==> src/include/iqc_pkg.sv <==
// Constants and types for the interrupt and conversion control block
package iqc_pkg;

	// ****************************************
	// Geometry and register map
	// ****************************************
	localparam int unsigned NPORT = 12;
	localparam logic [4:0] NO_PORT = 5'h0c;
	localparam logic [7:0] OFS_MASK = 8'h00;
	localparam logic [7:0] OFS_EDGE_A = 8'h04;
	localparam logic [7:0] OFS_EDGE_B = 8'h08;
	localparam logic [7:0] OFS_EDGE_C = 8'h0c;
	localparam logic [7:0] OFS_DEVCTL = 8'h10;
	localparam logic [7:0] OFS_STATUS = 8'h14;
	localparam logic [7:0] OFS_PRESET_A = 8'h18;
	localparam logic [7:0] OFS_PRESET_B = 8'h1c;
	localparam logic [7:0] OFS_ADC_CFG = 8'h20;
	localparam logic [7:0] OFS_DAC_CFG = 8'h24;

	// ****************************************
	// Field positions
	// ****************************************
	localparam int B_FLAG = 0;
	localparam int B_ADR = 1;
	localparam int B_ADM = 2;
	localparam int B_GDR = 3;
	localparam int B_GDM = 4;
	localparam int B_OVC = 5;
	localparam int B_TINT = 6;
	localparam int B_TA = 9;
	localparam int B_TB = 12;
	localparam int B_HV = 15;
	localparam int B_ADCMODE = 0;
	localparam int B_DACMODE = 2;
	localparam int B_RATE = 4;
	localparam int EDGE_A_LSB = 4;
	localparam int EDGE_B_LSB = 6;
	localparam int EDGE_C_LSB = 0;
	localparam int ST_GPI_LSB = 16;

	// ****************************************
	// Reset values and writable bits
	// ****************************************
	localparam logic [15:0] RST_MASK = 16'hffff;
	localparam logic [15:0] RST_EDGE = 16'h0000;
	localparam logic [15:0] RST_DEVCTL = 16'h0000;
	localparam logic [15:0] EDGE_A_BITS = 16'hfff0;
	localparam logic [15:0] EDGE_B_BITS = 16'hffc0;
	localparam logic [15:0] EDGE_C_BITS = 16'h0003;
	localparam logic [15:0] DEVCTL_BITS = 16'h003f;

	// ****************************************
	// Timing
	// ****************************************
	localparam int CLK_NS = 20;
	localparam int INT_PULSE_NS = 100;
	localparam logic [2:0] INT_PULSE_CYC = 3'(INT_PULSE_NS / CLK_NS);
	localparam int RATE0_KSPS = 200;
	localparam int RATE1_KSPS = 250;
	localparam int RATE2_KSPS = 333;
	localparam int RATE3_KSPS = 400;
	localparam logic [7:0] CONV0_CYC = 8'(1000000 / (RATE0_KSPS * CLK_NS));
	localparam logic [7:0] CONV1_CYC = 8'(1000000 / (RATE1_KSPS * CLK_NS));
	localparam logic [7:0] CONV2_CYC = 8'(1000000 / (RATE2_KSPS * CLK_NS));
	localparam logic [7:0] CONV3_CYC = 8'(1000000 / (RATE3_KSPS * CLK_NS));
	localparam int DAC_SLOT_NS = 1000;
	localparam logic [5:0] DAC_SLOT_CYC = 6'(DAC_SLOT_NS / CLK_NS);
	localparam logic [1:0] RESP_OKAY = 2'h0;
	localparam logic [1:0] RESP_SLVERR = 2'h2;

	// ****************************************
	// Types
	// ****************************************
	typedef enum logic {ADC_IDLE, ADC_CONV} iqc_adc_state_t;
	typedef struct packed {
		logic       start;
		logic [3:0] port;
	} iqc_conv_cmd_t;
	typedef struct packed {
		logic        stb;
		logic        preset;
		logic [3:0]  port;
		logic [11:0] value;
	} iqc_dac_cmd_t;
	typedef struct packed {
		logic       hv_supply_alarm;
		logic [2:0] ext_temp_b_irq;
		logic [2:0] ext_temp_a_irq;
		logic [2:0] internal_temp_irq;
		logic       driver_overcurrent_irq;
		logic       adc_data_missed_irq;
		logic       adc_data_ready_irq;
	} iqc_ext_irq_t;

endpackage

==> src/hdl/iqc_top.sv <==
// Interrupt masking, input edge events and ADC/DAC mode control
// Summary of operation
// RULE1: Sweep flag drives int_n low only while its mask bit 0 is clear.
// RULE2: Continuous sweep pulses int_n low 100 ns at each sweep end regardless.
// RULE3: Mask bit 1 gates the ADC data-ready source.
// RULE4: Mask bit 2 gates the ADC data-missed source.
// RULE5: Mask bit 3 blocks input events from int_n whatever the edge modes.
// RULE6: Mask bit 4 clears only when mask bit 3 is clear too.
// RULE7: Mask bit 5 gates the driver overcurrent source.
// RULE8: Bits 8:6, 11:9, 14:12 gate the three temperature sources bit by bit.
// RULE9: Mask bit 15 gates the high-voltage supply alarm.
// RULE10: Twelve 2-bit edge codes spread over three registers.
// RULE11: Code 01 rising, 10 falling, 11 either edge sets input status.
// RULE12: Code 00 never sets that port's input status.
// RULE13: Conversion mode 00 keeps the ADC idle.
// RULE14: Mode 01: each trigger starts one ascending sweep of ADC ports.
// RULE15: Mode 10: each trigger converts one port, stepping upward and wrapping.
// RULE16: Mode 11 sweeps forever and ignores the trigger.
// RULE17: Output mode 00 refreshes DAC ports in turn.
// RULE18: Output mode 01 updates the newly written port next, then continues.
// RULE19: Host spaces immediate update requests by at least 80 us.
// RULE20: Output modes 10 and 11 drive presets A and B on every DAC port.
// RULE21: Rate field selects 200, 250, 333 or 400 ksps conversion pacing.
// RULE22: Input status records events whatever the masks.
// RULE23: int_n is low while any unmasked source is asserted.
`timescale 1ns/1ns
module iqc_top (
	// Clock and reset
	input  wire logic                 aclk,
	input  wire logic                 aresetn,
	// AXI4-Lite write channels
	input  wire logic [7:0]           awaddr,
	input  wire logic                 awvalid,
	output logic                      awready,
	input  wire logic [31:0]          wdata,
	input  wire logic [3:0]           wstrb,
	input  wire logic                 wvalid,
	output logic                      wready,
	output logic [1:0]                bresp,
	output logic                      bvalid,
	input  wire logic                 bready,
	// AXI4-Lite read channels
	input  wire logic [7:0]           araddr,
	input  wire logic                 arvalid,
	output logic                      arready,
	output logic [31:0]               rdata,
	output logic [1:0]                rresp,
	output logic                      rvalid,
	input  wire logic                 rready,
	// Event sources and inputs
	input  wire logic                 conversion_trigger,
	input  wire logic [11:0]          gpi_in,
	input  wire iqc_pkg::iqc_ext_irq_t ext_irq,
	input  wire logic                 dac_new_data,
	input  wire logic [3:0]           dac_new_port,
	// Results
	output logic                      int_n,
	output iqc_pkg::iqc_conv_cmd_t    adc_cmd,
	output iqc_pkg::iqc_dac_cmd_t     dac_cmd
);

	// ****************************************
	// Functions
	// ****************************************
	// Lowest configured port at or above a start index
	function automatic logic [4:0] next_port(input logic [11:0] m, input logic [4:0] from);
		logic [4:0] r;
		r = iqc_pkg::NO_PORT;
		for (int i = 11; i >= 0; i--) begin
			if (m[i] && 5'(i) >= from) begin
				r = 5'(i);
			end
		end
		return r;
	endfunction

	// Byte-lane merge of a 16-bit register
	function automatic logic [15:0] merge(input logic [15:0] old, input logic [31:0] d,
		input logic [3:0] s);
		logic [15:0] r;
		r = old;
		if (s[0]) begin
			r[7:0] = d[7:0];
		end
		if (s[1]) begin
			r[15:8] = d[15:8];
		end
		return r;
	endfunction

	// ****************************************
	// Registers and wires
	// ****************************************
	logic [15:0]   mask_q;
	logic [15:0]   edge_a_q;
	logic [15:0]   edge_b_q;
	logic [15:0]   edge_c_q;
	logic [15:0]   devctl_q;
	logic [11:0]   preset_a_q;
	logic [11:0]   preset_b_q;
	logic [11:0]   adc_cfg_q;
	logic [11:0]   dac_cfg_q;
	logic [7:0]    aw_addr_q;
	logic [31:0]   w_data_q;
	logic [3:0]    w_strb_q;
	logic [11:0]   gpi_st_q;
	logic [11:0]   gpi_prev_q;
	logic          gmiss_q;
	logic          flag_q;
	logic          trig_prev_q;
	logic          sweep_done_q;
	logic [2:0]    pulse_cnt_q;
	logic [7:0]    tmr_q;
	logic [4:0]    cur_q;
	logic [4:0]    single_ptr_q;
	logic          sweep_q;
	logic [5:0]    dtmr_q;
	logic [4:0]    dptr_q;
	iqc_pkg::iqc_adc_state_t state_q;
	logic          do_wr;
	logic          rd_take;
	logic          st_clr;
	logic [1:0]    adc_mode;
	logic [1:0]    dac_mode;
	logic [7:0]    per_cyc;
	logic          trig_rise;
	logic [4:0]    p_first;
	logic [4:0]    p_next;
	logic [4:0]    p_single;
	logic [4:0]    d_next;
	logic [4:0]    d_first;
	logic [11:0]   gpi_ev;
	logic [15:0]   irq_vec;
	logic [15:0]   mask_new;
	logic [31:0]   rd_val;
	logic          rd_ok;

	// ****************************************
	// AXI4-Lite slave
	// ****************************************
	// A write lands once both address and data are held and no response is open
	assign do_wr = ~awready & ~wready & ~bvalid;
	assign rd_take = arvalid & arready;
	assign st_clr = rd_take & (araddr == iqc_pkg::OFS_STATUS);

	// Write address and data are taken independently, in either order
	always_ff @(posedge aclk) begin
		if (!aresetn) begin
			awready <= 1'b1;
			wready <= 1'b1;
			bvalid <= 1'b0;
			bresp <= iqc_pkg::RESP_OKAY;
			aw_addr_q <= 8'h00;
			w_data_q <= 32'h0000_0000;
			w_strb_q <= 4'h0;
		end else begin
			if (awvalid && awready) begin
				awready <= 1'b0;
				aw_addr_q <= awaddr;
			end
			if (wvalid && wready) begin
				wready <= 1'b0;
				w_data_q <= wdata;
				w_strb_q <= wstrb;
			end
			if (do_wr) begin
				bvalid <= 1'b1;
				bresp <= rd_ok_w(aw_addr_q) ? iqc_pkg::RESP_OKAY : iqc_pkg::RESP_SLVERR;
			end
			if (bvalid && bready) begin
				bvalid <= 1'b0;
				awready <= 1'b1;
				wready <= 1'b1;
			end
		end
	end

	// Address decode shared by both directions
	function automatic logic rd_ok_w(input logic [7:0] a);
		return (a <= iqc_pkg::OFS_DAC_CFG) && (a[1:0] == 2'h0);
	endfunction

	// Read mux; reserved bits read as zero
	always_comb begin
		rd_val = 32'h0000_0000;
		rd_ok = rd_ok_w(araddr);
		case (araddr)
			iqc_pkg::OFS_MASK: rd_val[15:0] = mask_q;
			iqc_pkg::OFS_EDGE_A: rd_val[15:0] = edge_a_q;
			iqc_pkg::OFS_EDGE_B: rd_val[15:0] = edge_b_q;
			iqc_pkg::OFS_EDGE_C: rd_val[15:0] = edge_c_q;
			iqc_pkg::OFS_DEVCTL: rd_val[15:0] = devctl_q;
			iqc_pkg::OFS_STATUS: begin
				rd_val[15:0] = irq_vec;
				rd_val[iqc_pkg::ST_GPI_LSB +: 12] = gpi_st_q;
			end
			iqc_pkg::OFS_PRESET_A: rd_val[11:0] = preset_a_q;
			iqc_pkg::OFS_PRESET_B: rd_val[11:0] = preset_b_q;
			iqc_pkg::OFS_ADC_CFG: rd_val[11:0] = adc_cfg_q;
			iqc_pkg::OFS_DAC_CFG: rd_val[11:0] = dac_cfg_q;
			default: rd_val = 32'h0000_0000;
		endcase
	end

	// Read data is captured when the address is taken
	always_ff @(posedge aclk) begin
		if (!aresetn) begin
			arready <= 1'b1;
			rvalid <= 1'b0;
			rdata <= 32'h0000_0000;
			rresp <= iqc_pkg::RESP_OKAY;
		end else if (rd_take) begin
			arready <= 1'b0;
			rvalid <= 1'b1;
			rdata <= rd_val;
			rresp <= rd_ok ? iqc_pkg::RESP_OKAY : iqc_pkg::RESP_SLVERR;
		end else if (rvalid && rready) begin
			rvalid <= 1'b0;
			arready <= 1'b1;
		end
	end

	// ****************************************
	// Control registers
	// ****************************************
	// Event-missed mask may fall only together with a clear event-ready mask
	always_comb begin
		mask_new = merge(mask_q, w_data_q, w_strb_q);
		mask_new[iqc_pkg::B_GDM] = mask_new[iqc_pkg::B_GDM]
			| (mask_q[iqc_pkg::B_GDM] & mask_new[iqc_pkg::B_GDR]); // [RULE6]
	end

	// Register writes
	always_ff @(posedge aclk) begin
		if (!aresetn) begin
			mask_q <= iqc_pkg::RST_MASK;
			edge_a_q <= iqc_pkg::RST_EDGE;
			edge_b_q <= iqc_pkg::RST_EDGE;
			edge_c_q <= iqc_pkg::RST_EDGE;
			devctl_q <= iqc_pkg::RST_DEVCTL;
			preset_a_q <= 12'h000;
			preset_b_q <= 12'h000;
			adc_cfg_q <= 12'h000;
			dac_cfg_q <= 12'h000;
		end else if (do_wr) begin
			case (aw_addr_q)
				iqc_pkg::OFS_MASK: mask_q <= mask_new;
				iqc_pkg::OFS_EDGE_A: edge_a_q <= merge(edge_a_q, w_data_q, w_strb_q)
					& iqc_pkg::EDGE_A_BITS; // [RULE10]
				iqc_pkg::OFS_EDGE_B: edge_b_q <= merge(edge_b_q, w_data_q, w_strb_q)
					& iqc_pkg::EDGE_B_BITS; // [RULE10]
				iqc_pkg::OFS_EDGE_C: edge_c_q <= merge(edge_c_q, w_data_q, w_strb_q)
					& iqc_pkg::EDGE_C_BITS; // [RULE10]
				iqc_pkg::OFS_DEVCTL: devctl_q <= merge(devctl_q, w_data_q, w_strb_q)
					& iqc_pkg::DEVCTL_BITS;
				iqc_pkg::OFS_PRESET_A: preset_a_q <=
					12'(merge({4'h0, preset_a_q}, w_data_q, w_strb_q));
				iqc_pkg::OFS_PRESET_B: preset_b_q <=
					12'(merge({4'h0, preset_b_q}, w_data_q, w_strb_q));
				iqc_pkg::OFS_ADC_CFG: adc_cfg_q <=
					12'(merge({4'h0, adc_cfg_q}, w_data_q, w_strb_q));
				iqc_pkg::OFS_DAC_CFG: dac_cfg_q <=
					12'(merge({4'h0, dac_cfg_q}, w_data_q, w_strb_q));
				default: ;
			endcase
		end
	end

	assign adc_mode = devctl_q[iqc_pkg::B_ADCMODE +: 2];
	assign dac_mode = devctl_q[iqc_pkg::B_DACMODE +: 2];

	// ****************************************
	// Input edge events
	// ****************************************
	// Per-port edge code decides which transitions count
	always_comb begin
		logic [1:0] code;
		logic       rise;
		logic       fall;
		code = 2'h0;
		rise = 1'b0;
		fall = 1'b0;
		gpi_ev = 12'h000;
		for (int i = 0; i < 12; i++) begin
			if (i < 6) begin
				code = edge_a_q[iqc_pkg::EDGE_A_LSB + 2 * i +: 2]; // [RULE10]
			end else if (i < 11) begin
				code = edge_b_q[iqc_pkg::EDGE_B_LSB + 2 * (i - 6) +: 2];
			end else begin
				code = edge_c_q[iqc_pkg::EDGE_C_LSB +: 2];
			end
			rise = gpi_in[i] & ~gpi_prev_q[i];
			fall = ~gpi_in[i] & gpi_prev_q[i];
			gpi_ev[i] = (code[0] & rise) | (code[1] & fall); // [RULE11] [RULE12]
		end
	end

	// Status ignores masks; a new event beats a same-cycle clear
	always_ff @(posedge aclk) begin
		if (!aresetn) begin
			gpi_prev_q <= 12'h000;
			gpi_st_q <= 12'h000;
			gmiss_q <= 1'b0;
		end else begin
			gpi_prev_q <= gpi_in;
			gpi_st_q <= (gpi_st_q & {12{~st_clr}}) | gpi_ev; // [RULE22]
			gmiss_q <= (gmiss_q & ~st_clr) | (|(gpi_ev & gpi_st_q));
		end
	end

	// ****************************************
	// ADC sequencer
	// ****************************************
	assign trig_rise = conversion_trigger & ~trig_prev_q;
	assign p_first = next_port(adc_cfg_q, 5'h00);
	assign p_next = next_port(adc_cfg_q, 5'(cur_q + 5'h01));

	// Single-conversion pointer wraps back to the lowest port
	always_comb begin
		p_single = next_port(adc_cfg_q, single_ptr_q);
		if (p_single == iqc_pkg::NO_PORT) begin
			p_single = p_first;
		end
	end

	// Conversion pacing from the rate field
	always_comb begin
		case (devctl_q[iqc_pkg::B_RATE +: 2]) // [RULE21]
			2'h0: per_cyc = iqc_pkg::CONV0_CYC;
			2'h1: per_cyc = iqc_pkg::CONV1_CYC;
			2'h2: per_cyc = iqc_pkg::CONV2_CYC;
			default: per_cyc = iqc_pkg::CONV3_CYC;
		endcase
	end

	// Triggers arriving mid-conversion are dropped, not queued
	always_ff @(posedge aclk) begin
		if (!aresetn) begin
			state_q <= iqc_pkg::ADC_IDLE;
			trig_prev_q <= 1'b0;
			adc_cmd <= '0;
			tmr_q <= 8'h00;
			cur_q <= 5'h00;
			single_ptr_q <= 5'h00;
			sweep_q <= 1'b0;
			sweep_done_q <= 1'b0;
		end else begin
			trig_prev_q <= conversion_trigger;
			adc_cmd.start <= 1'b0;
			sweep_done_q <= 1'b0;
			if (adc_mode == 2'h0) begin
				state_q <= iqc_pkg::ADC_IDLE; // [RULE13]
				single_ptr_q <= 5'h00;
			end else begin
				case (state_q)
					iqc_pkg::ADC_IDLE: begin
						if ((adc_mode == 2'h3 || (adc_mode == 2'h1 && trig_rise))
							&& p_first != iqc_pkg::NO_PORT) begin // [RULE14] [RULE16]
							adc_cmd <= '{start: 1'b1, port: p_first[3:0]};
							cur_q <= p_first;
							sweep_q <= 1'b1;
							tmr_q <= 8'(per_cyc - 8'h01);
							state_q <= iqc_pkg::ADC_CONV;
						end else if (adc_mode == 2'h2 && trig_rise
							&& p_single != iqc_pkg::NO_PORT) begin // [RULE15]
							adc_cmd <= '{start: 1'b1, port: p_single[3:0]};
							single_ptr_q <= 5'(p_single + 5'h01);
							sweep_q <= 1'b0;
							tmr_q <= 8'(per_cyc - 8'h01);
							state_q <= iqc_pkg::ADC_CONV;
						end
					end
					iqc_pkg::ADC_CONV: begin
						if (tmr_q != 8'h00) begin
							tmr_q <= 8'(tmr_q - 8'h01);
						end else if (sweep_q && p_next != iqc_pkg::NO_PORT) begin
							adc_cmd <= '{start: 1'b1, port: p_next[3:0]}; // [RULE14]
							cur_q <= p_next;
							tmr_q <= 8'(per_cyc - 8'h01);
						end else begin
							sweep_done_q <= sweep_q;
							state_q <= iqc_pkg::ADC_IDLE;
						end
					end
					default: state_q <= iqc_pkg::ADC_IDLE;
				endcase
			end
		end
	end

	// ****************************************
	// DAC refresh sequencer
	// ****************************************
	assign d_first = next_port(dac_cfg_q, 5'h00);

	// Slot port with wrap to the lowest DAC port
	always_comb begin
		d_next = next_port(dac_cfg_q, dptr_q);
		if (d_next == iqc_pkg::NO_PORT) begin
			d_next = d_first;
		end
	end

	// One port refreshed per slot; a new write in mode 01 jumps the queue
	always_ff @(posedge aclk) begin
		if (!aresetn) begin
			dtmr_q <= 6'h00;
			dptr_q <= 5'h00;
			dac_cmd <= '0;
		end else begin
			dac_cmd.stb <= 1'b0;
			if (dac_mode == 2'h1 && dac_new_data && dac_cfg_q[dac_new_port]) begin
				dptr_q <= {1'b0, dac_new_port}; // [RULE18]
				dtmr_q <= 6'h00;
			end else if (dtmr_q != 6'h00) begin
				dtmr_q <= 6'(dtmr_q - 6'h01);
			end else if (d_next != iqc_pkg::NO_PORT) begin
				dac_cmd.stb <= 1'b1; // [RULE17]
				dac_cmd.port <= d_next[3:0];
				dac_cmd.preset <= dac_mode[1]; // [RULE20]
				dac_cmd.value <= dac_mode[0] ? preset_b_q : preset_a_q;
				dptr_q <= 5'(d_next + 5'h01);
				dtmr_q <= 6'(iqc_pkg::DAC_SLOT_CYC - 6'h01);
			end
		end
	end

	// ****************************************
	// Interrupt line
	// ****************************************
	// Source vector shares bit positions with the mask register
	always_comb begin
		irq_vec = 16'h0000;
		irq_vec[iqc_pkg::B_FLAG] = flag_q;
		irq_vec[iqc_pkg::B_ADR] = ext_irq.adc_data_ready_irq;
		irq_vec[iqc_pkg::B_ADM] = ext_irq.adc_data_missed_irq;
		irq_vec[iqc_pkg::B_GDR] = |gpi_st_q;
		irq_vec[iqc_pkg::B_GDM] = gmiss_q;
		irq_vec[iqc_pkg::B_OVC] = ext_irq.driver_overcurrent_irq;
		irq_vec[iqc_pkg::B_TINT +: 3] = ext_irq.internal_temp_irq;
		irq_vec[iqc_pkg::B_TA +: 3] = ext_irq.ext_temp_a_irq;
		irq_vec[iqc_pkg::B_TB +: 3] = ext_irq.ext_temp_b_irq;
		irq_vec[iqc_pkg::B_HV] = ext_irq.hv_supply_alarm;
	end

	// Sweep flag is sticky; the end-of-sweep pulse bypasses it and its mask
	always_ff @(posedge aclk) begin
		if (!aresetn) begin
			flag_q <= 1'b0;
			pulse_cnt_q <= 3'h0;
			int_n <= 1'b1;
		end else begin
			flag_q <= (flag_q & ~st_clr) | sweep_done_q;
			if (sweep_done_q && adc_mode == 2'h3) begin
				pulse_cnt_q <= iqc_pkg::INT_PULSE_CYC; // [RULE2]
			end else if (pulse_cnt_q != 3'h0) begin
				pulse_cnt_q <= 3'(pulse_cnt_q - 3'h1);
			end
			// [RULE1] [RULE3] [RULE4] [RULE5] [RULE7] [RULE8] [RULE9] [RULE23]
			int_n <= ~((|(irq_vec & ~mask_q)) | (pulse_cnt_q != 3'h0));
		end
	end
endmodule

==> config.mk <==
export PLATFORM = sky130hd
export DESIGN_NAME = iqc_top
export DESIGN_NICKNAME = d
export VERILOG_FILES = /design/src/include/iqc_pkg.sv /design/src/hdl/iqc_top.sv
export SDC_FILE = /design/constraint.sdc
export NUM_CORES = 1
export LEC_CHECK = 0
export BUFFER_PORTS_ARGS = -buffer_cell sky130_fd_sc_hd__buf_2
export CORE_UTILIZATION = 32
export CTS_CLUSTER_DIAMETER = 60
export DETAILED_ROUTE_END_ITERATION = 6
export MAX_ROUTING_LAYER = met4
export PLACE_DENSITY = 0.6
export SYNTH_ARGS = -nofsm -noshare
export SYNTH_HDL_FRONTEND = slang
export SYNTH_SLANG_ARGS = --single-unit
==> constraint.sdc <==
create_clock -name aclk -period 4.4 [get_ports aclk]
set_input_delay 0.88 -clock aclk [delete_from_list [all_inputs] [get_ports aclk]]
set_output_delay 0.88 -clock aclk [all_outputs]
set_load 0.05 [all_outputs]
# After elaboration in Yosys (flattened, before gate mapping)
# Index checks and enable logic that the tools add are counted.
[word_totals]
reg_bits = 243
out_inout_bits = 65
wordCells = 449
[op_classes]
addsub = 7
magnitude_cmp = 39
eq_ne = 35
mux = 105
n_bitwise = 113
n_reduce_logical = 99
[ops]
columns = ["cell", "n"]
rows = [
  ["two-way mux 5 bit", 65],
  ["case mux 12 bit (10 select lines)", 1],
  [">= comparator 3 x 5 -> 1 bit, first input constant", 12],
  [">= comparator 4 x 5 -> 1 bit, first input constant", 12],
  ["AND reduction 3 bit", 20],
  ["bitwise AND 1 bit", 56],
  ["equality test 8 x 5 -> 1 bit, second input constant", 7],
  ["logical AND 1 bit", 50],
  ["NOT 1 bit", 36],
  ["equality test 8 x 4 -> 1 bit, second input constant", 4],
  ["equality test 8 x 6 -> 1 bit, second input constant", 4],
  ["two-way mux 8 bit", 4],
  [">= comparator 1 x 5 -> 1 bit, first input constant", 6],
  [">= comparator 2 x 5 -> 1 bit, first input constant", 6],
  ["bitwise AND 12 bit", 2],
  ["two-way mux 12 bit", 2],
  ["case mux 8 bit (3 select lines)", 1],
  ["OR reduction 12 bit", 2],
  ["two-way mux 3 bit", 7],
  ["inequality test 5 x 4 -> 1 bit, second input constant", 4],
  ["case mux 5 bit (2 select lines)", 2],
  ["two-way mux 18 bit", 1],
  ["bitwise AND 16 bit", 1],
  ["equality test 8 x 3 -> 1 bit, second input constant", 2],
  ["37 further kinds", 91],
]

# Longest topological paths before layout
[depth]
word_depth = 21
mapped_depth = 16

# Least setup slack after synthesis
# No wires, ideal clock.
[synth_path]
kind = "reg-to-reg"
from = "register adc_cfg_q[0]"
to = "register adc_cmd[2] (netlist name)"
setup_ns = 0.119
arrival_time_ns = 3.225
required_ns = 4.281
setup_slack_ns = 1.056
stages_incl_launch_ff = 15
path_buffers = 1
synth_period_minus_slack_ns = 3.344
path_cell_list = "dfxtp_1 > buf_2 > nor2b_1 > o21a_1 > o31ai_1 > nand3_1 > o31ai_1 > inv_1 > ha_1 > or2_2 > a21oi_1 > o211ai_1 > a31oi_2 > o221ai_1 > o221a_2"
[synth_between]
elab_chain_len = 8
elab_cells_between_ends = 21
[synth_lines]
columns = ["element", "line", "rtl"]
rows = [
  ["from (decl)", "iqc_top.sv:101", "logic [11:0] adc_cfg_q;"],
  ["from (signal assigned)", "iqc_top.sv:260", "iqc_pkg::OFS_ADC_CFG: adc_cfg_q <="],
  ["logical AND 1 bit", "iqc_top.sv:70", "if (m[i] && 5'(i) >= from) begin"],
  ["two-way mux 5 bit", "iqc_top.sv:70", ""],
  ["equality test 5 x 4 -> 1 bit", "iqc_top.sv:321", "if (p_single == iqc_pkg::NO_PORT) begin"],
  ["two-way mux 5 bit", "iqc_top.sv:321", ""],
  ["inequality test 5 x 4 -> 1 bit", "iqc_top.sv:365", "&& p_single != iqc_pkg::NO_PORT) begin"],
  ["logical AND 1 bit", "iqc_top.sv:365", ""],
  ["inequality test 3 bit (no line)", "-", ""],
  ["AND reduction 4 bit (no line)", "-", ""],
  ["to (signal assigned)", "iqc_top.sv:359", "adc_cmd <= '{start: 1'b1, port: p_first[3:0]};"],
  ["to (signal assigned)", "iqc_top.sv:366", "adc_cmd <= '{start: 1'b1, port: p_single[3:0]};"],
  ["to (signal assigned)", "iqc_top.sv:377", "adc_cmd <= '{start: 1'b1, port: p_next[3:0]};"],
  ["to (decl)", "iqc_top.sv:58", "output iqc_pkg::iqc_conv_cmd_t adc_cmd,"],
]
# Several ways; a longest one is shown, not always the timed one. The select of a mux whose other input is x is not followed.
# A chain may end at the register's enable or synchronous reset.

# Worst setup path after layout
[layout_path]
from = "register single_ptr_q[1]"
to = "register adc_cmd[2] (netlist name)"
[layout_between]
elab_chain_len = 20
elab_cells_between_ends = 45
[layout_lines]
columns = ["element", "line", "rtl"]
rows = [
  ["from (decl)", "iqc_top.sv:115", "logic [4:0] single_ptr_q;"],
  ["from (signal assigned)", "iqc_top.sv:367", "single_ptr_q <= 5'(p_single + 5'h01);"],
  [">= comparator 4 x 5 -> 1 bit", "iqc_top.sv:70", ""],
  ["logical AND 1 bit", "iqc_top.sv:70", ""],
  ["two-way mux 3 bit", "iqc_top.sv:70", ""],
  ["two-way mux 5 bit (10 in series)", "iqc_top.sv:70", ""],
  ["two-way mux 5 bit (*)", "iqc_top.sv:70", ""],
  ["equality test 5 x 4 -> 1 bit", "iqc_top.sv:321", ""],
  ["two-way mux 5 bit (*)", "iqc_top.sv:321", ""],
  ["inequality test 5 x 4 -> 1 bit", "iqc_top.sv:365", ""],
  ["logical AND 1 bit", "iqc_top.sv:365", ""],
  ["inequality test 3 bit (no line)", "-", ""],
  ["AND reduction 4 bit (no line)", "-", ""],
]
# Mark *: on every way between the ends. The rest lies on a longest branch, timed or not. The select of a mux whose other input is x is not followed.

==> flow_summary.yaml <==
drt:
  drcViolationCount: 0
  wire_per_inst_um: 18.5
  num_vias: 11500
  drt_iter0_markers: 1025
  drt-vias-per-instance: 5.39
  wirelength_mm: 39.4
  postRouteAntennaNets: 0
  dr.pass1.iters: 5
logic_synthesis:
  synthCells: 1521
  synth_enable_flop_cells: 0
  ys_ff_latch: 240
  synth_top_area_share_pct: 39.1
  ys_types: 92
  synth_area_leaders: "dfxtp_1 39%, mux2i_1 6.8%, nor2_1 5.8%"
  yosys_most_used_dff: "dfxtp_1"
  syn_area_um2: 12300
  yosys.area.top_type: "dfxtp_1"
  yosysSeqAreaShare_pct: 39.1
  ys_async_sr_fraction_pct: 0
  ys_warn_count: 0
  syn_avg_cell_area_um2: 8.07
setup_path:
  worstPathRequired_ns: 4.87
  cp_max_fo: 15
  path_buf_inv: 2
  crit_chain: "nor2b_1 -> o21a_1 -> o31ai_1 -> nand3_1 -> o31ai_1 -> buf_4 -> inv_1 -> ha_1 -> or2_2 -> a21oi_1 -> o211ai_1 -> a31oi_2 -> o221ai_1 -> o221a_2"
  critical_path_arrival_ns: 4.37
  critPathLaunchType: "flip-flop"
  timing.rr.end: "adc_cmd[2]"
  ff2ff_setup_slack_ns: 0.50
  reg2reg_depth: 14
  crit_type: "flip-flop to flip-flop"
  critical_path.top_delay_family: "compound AO/OA/AOI/OAI gates"
  worst_path_most_repeated_cell: "o31ai_1"
  reg2reg_from: "single_ptr_q[1]"
  max_stage_delay_ns: 0.64
  startpoint: "single_ptr_q[1]"
  cp-end-kind: "flip-flop"
  crit_slowest_cell: "dfxtp_1"
sta:
  min_period_over_period_pct: 88.5
  fmax_mhz: 257
  skew_ns: 0.0330
  hold_viol_final: 0
  setup_tns_ns: 0
  setup_violations: 0
  tightest_slew_ns: 1.08
  rsz0062_at_grt: "no"
  drv_slew: 0
  relSlewSlack_pct: 27.4
  min_period_ns: 3.90
floorplan:
  fp.dieH_um: 198
  die-area_um2: 39200
  fp.dieW_um: 198
  io_pins: 155
  start_util_pct: 32.5
  coreArea_um2: 37800
  rows: 71
clock_network:
  clockBufferDepth: 3
  path_clk_slew_ns: 0.06
  cts_max_level: 1
  post-cts-setup-buffers: 0
  cts_root_buf: "clkbuf_16"
  hold_buffers: 0
  clock_latency_ns: 0.60
  cts_sinks: 240
  numCtsBuffers: 30
  cts_tree: "yes"
  ctsResizeCount: 0
worst_hold_path:
  whs_path_depth: 2
  hold_end: "rdata[16]"
  min-delay-start: "rdata[16]"
  hp-class: "flip-flop to flip-flop"
layout:
  num-fill-cells: 3860
  drive_gt1_share_pct: 15.3
  seq_area_um2: 4800
  final_common_cell: "dfxtp_1"
  synthToLayoutAreaGrowth_pct: 16.2
  final_nets: 1699
  final_cell_mix: "240 x dfxtp_1, 190 x nor2_1, 184 x nand2_1"
  multi_input_area_um2: 6770
pwr:
  ir_worst_vdd_v: 0.000324
  p_per_area_nw_per_um2: 371
  p_clk_share_pct: 48.3
  p_total_mw: 5.29
  comb_power_share_pct: 8.2
  intPower_mw: 3.91
  p_sw_share_pct: 26.0
  seq_power_share_pct: 43.6
  p_switching_mw: 1.38
  p_leak_nw: 5.90
grt:
  groute.usage.overall_pct: 20.7
  grt_pass1_wl_mm: 61.9
  first_global_vias: 10900
  antenna_found_initial: 1
  overflow: 0
  grt_max_degree: 83
placed_design:
  place_congestion: 0.907
  port_buffers: 130
  dp_hpwl_mm: 28.7
run:
  max_cap_viol_count: 0
run_status:
  status: "finished clean"
## state kept, by name, indices dropped and copies added, names as in the netlist, 6 cells and up
signal,count
dtmr_q,6
mask_q,16
w_data_q,16
gpi_st_q,12
adc_cfg_q,12
edge_a_q,12
dac_cmd,18
rdata,28
dac_cfg_q,12
edge_b_q,10
devctl_q,6
gpi_prev_q,12
preset_a_q,12
preset_b_q,12
aw_addr_q,8
tmr_q,8
## per-stage QoR
step	area, um2	hold WS [ns]	utilization (%)	setup slack [ns]	instances
after floorplan	12300	0.437	-	1.06	1526
after global routing	14300	0.482	37.8	0.0690	2128
final	14300	0.456	37.8	0.505	2128
after CTS	14300	0.457	37.8	0.527	2127
after global placement	13200	0.441	35.0	0.569	2071
after detailed placement	13200	0.449	35.0	0.562	2071
## power by group through the flow
stage / logic, mW / clock network [mW] / registers [mW]
3_3_place_gp: 0.418 / 0 / 2.35
6_report: 0.432 / 2.55 / 2.30
2_1_floorplan: 0.295 / 0 / 2.35
4_1_cts: 0.433 / 2.60 / 2.30
3_5_place_dp: 0.425 / 0 / 2.35
5_1_grt: 0.483 / 2.70 / 2.31
## cells by family (layout without fill, tap and decap cells)
kind of cell	count (synthesis)	in the layout	share of synthesized area [%]
xor+xnor	8	8	0.632
fa+ha+maj	17	17	1.73
compound gates	390	390	21.4
flops	240	240	39.1
other cells	1	7	0.0305
simple gates	607	607	23.5
mux	88	88	7.53
buf+inv	170	260	5.98
## worst max path at each step
stage / endpoint / slack, ns / cells past startpoint
finish: adc_cmd[2] / 0.50 / 14
global route: adc_cmd[2] / 0.07 / 14
CTS: adc_cmd[2] / 0.53 / 14
detailed placement: adc_cmd[2] / 0.56 / 14
global placement: adc_cmd[2] / 0.57 / 14
floorplan: adc_cmd[2] / 1.06 / 14
## worst register-to-register path: stages (launching register included)
cell	delay [ns]
dfxtp_1	0.64
nor2b_1	0.12
o21a_1	0.19
o31ai_1	0.38
nand3_1	0.23
o31ai_1	0.26
buf_4	0.17
inv_1	0.04
ha_1	0.22
or2_2	0.29
a21oi_1	0.25
o211ai_1	0.13
a31oi_2	0.40
o221ai_1	0.21
o221a_2	0.25
## cell usage after synthesis, drive strengths merged, types with 6 or more instances
cell	count
o22ai	14
o21a	6
o31ai	11
or3	7
inv	53
a211oi	29
nand3b	18
nor2	192
nand2b	18
nand3	69
ha	17
buf	35
clkbuf	82
nor3	25
mux2i	83
and3	11
o21ai	55
nand4	10
and2	25
dfxtp	240
a21o	7
o211ai	10
a311oi	6
a22oi	70
nor2b	10
a221oi	9
a31oi	9
a21oi	112
or4	6
nand2	184
nor4	17
## routing by layer
metal | up-vias | part of all wire [%] | track usage, %
met3 | 87 | 6.8 | 4.21
li1 | 5573 | - | -
met1 | 5452 | 46 | 27.5
met4 | 0 | 3.3 | 7.64
met2 | 361 | 43 | 30.7
met5 | - | 0 | -
## area by class of cell
type,count,share of cell area (%)
Antenna cell,1,0.0175
Clock inverter,13,1.16
Sequential cell,240,33.7
Multi-Input combinational cell,1116,47.4
Inverter,53,1.43
Timing Repair Buffer,151,5.66
Tap cell,511,4.48
Clock buffer,43,6.16
(Power assumes the default switching activity.)
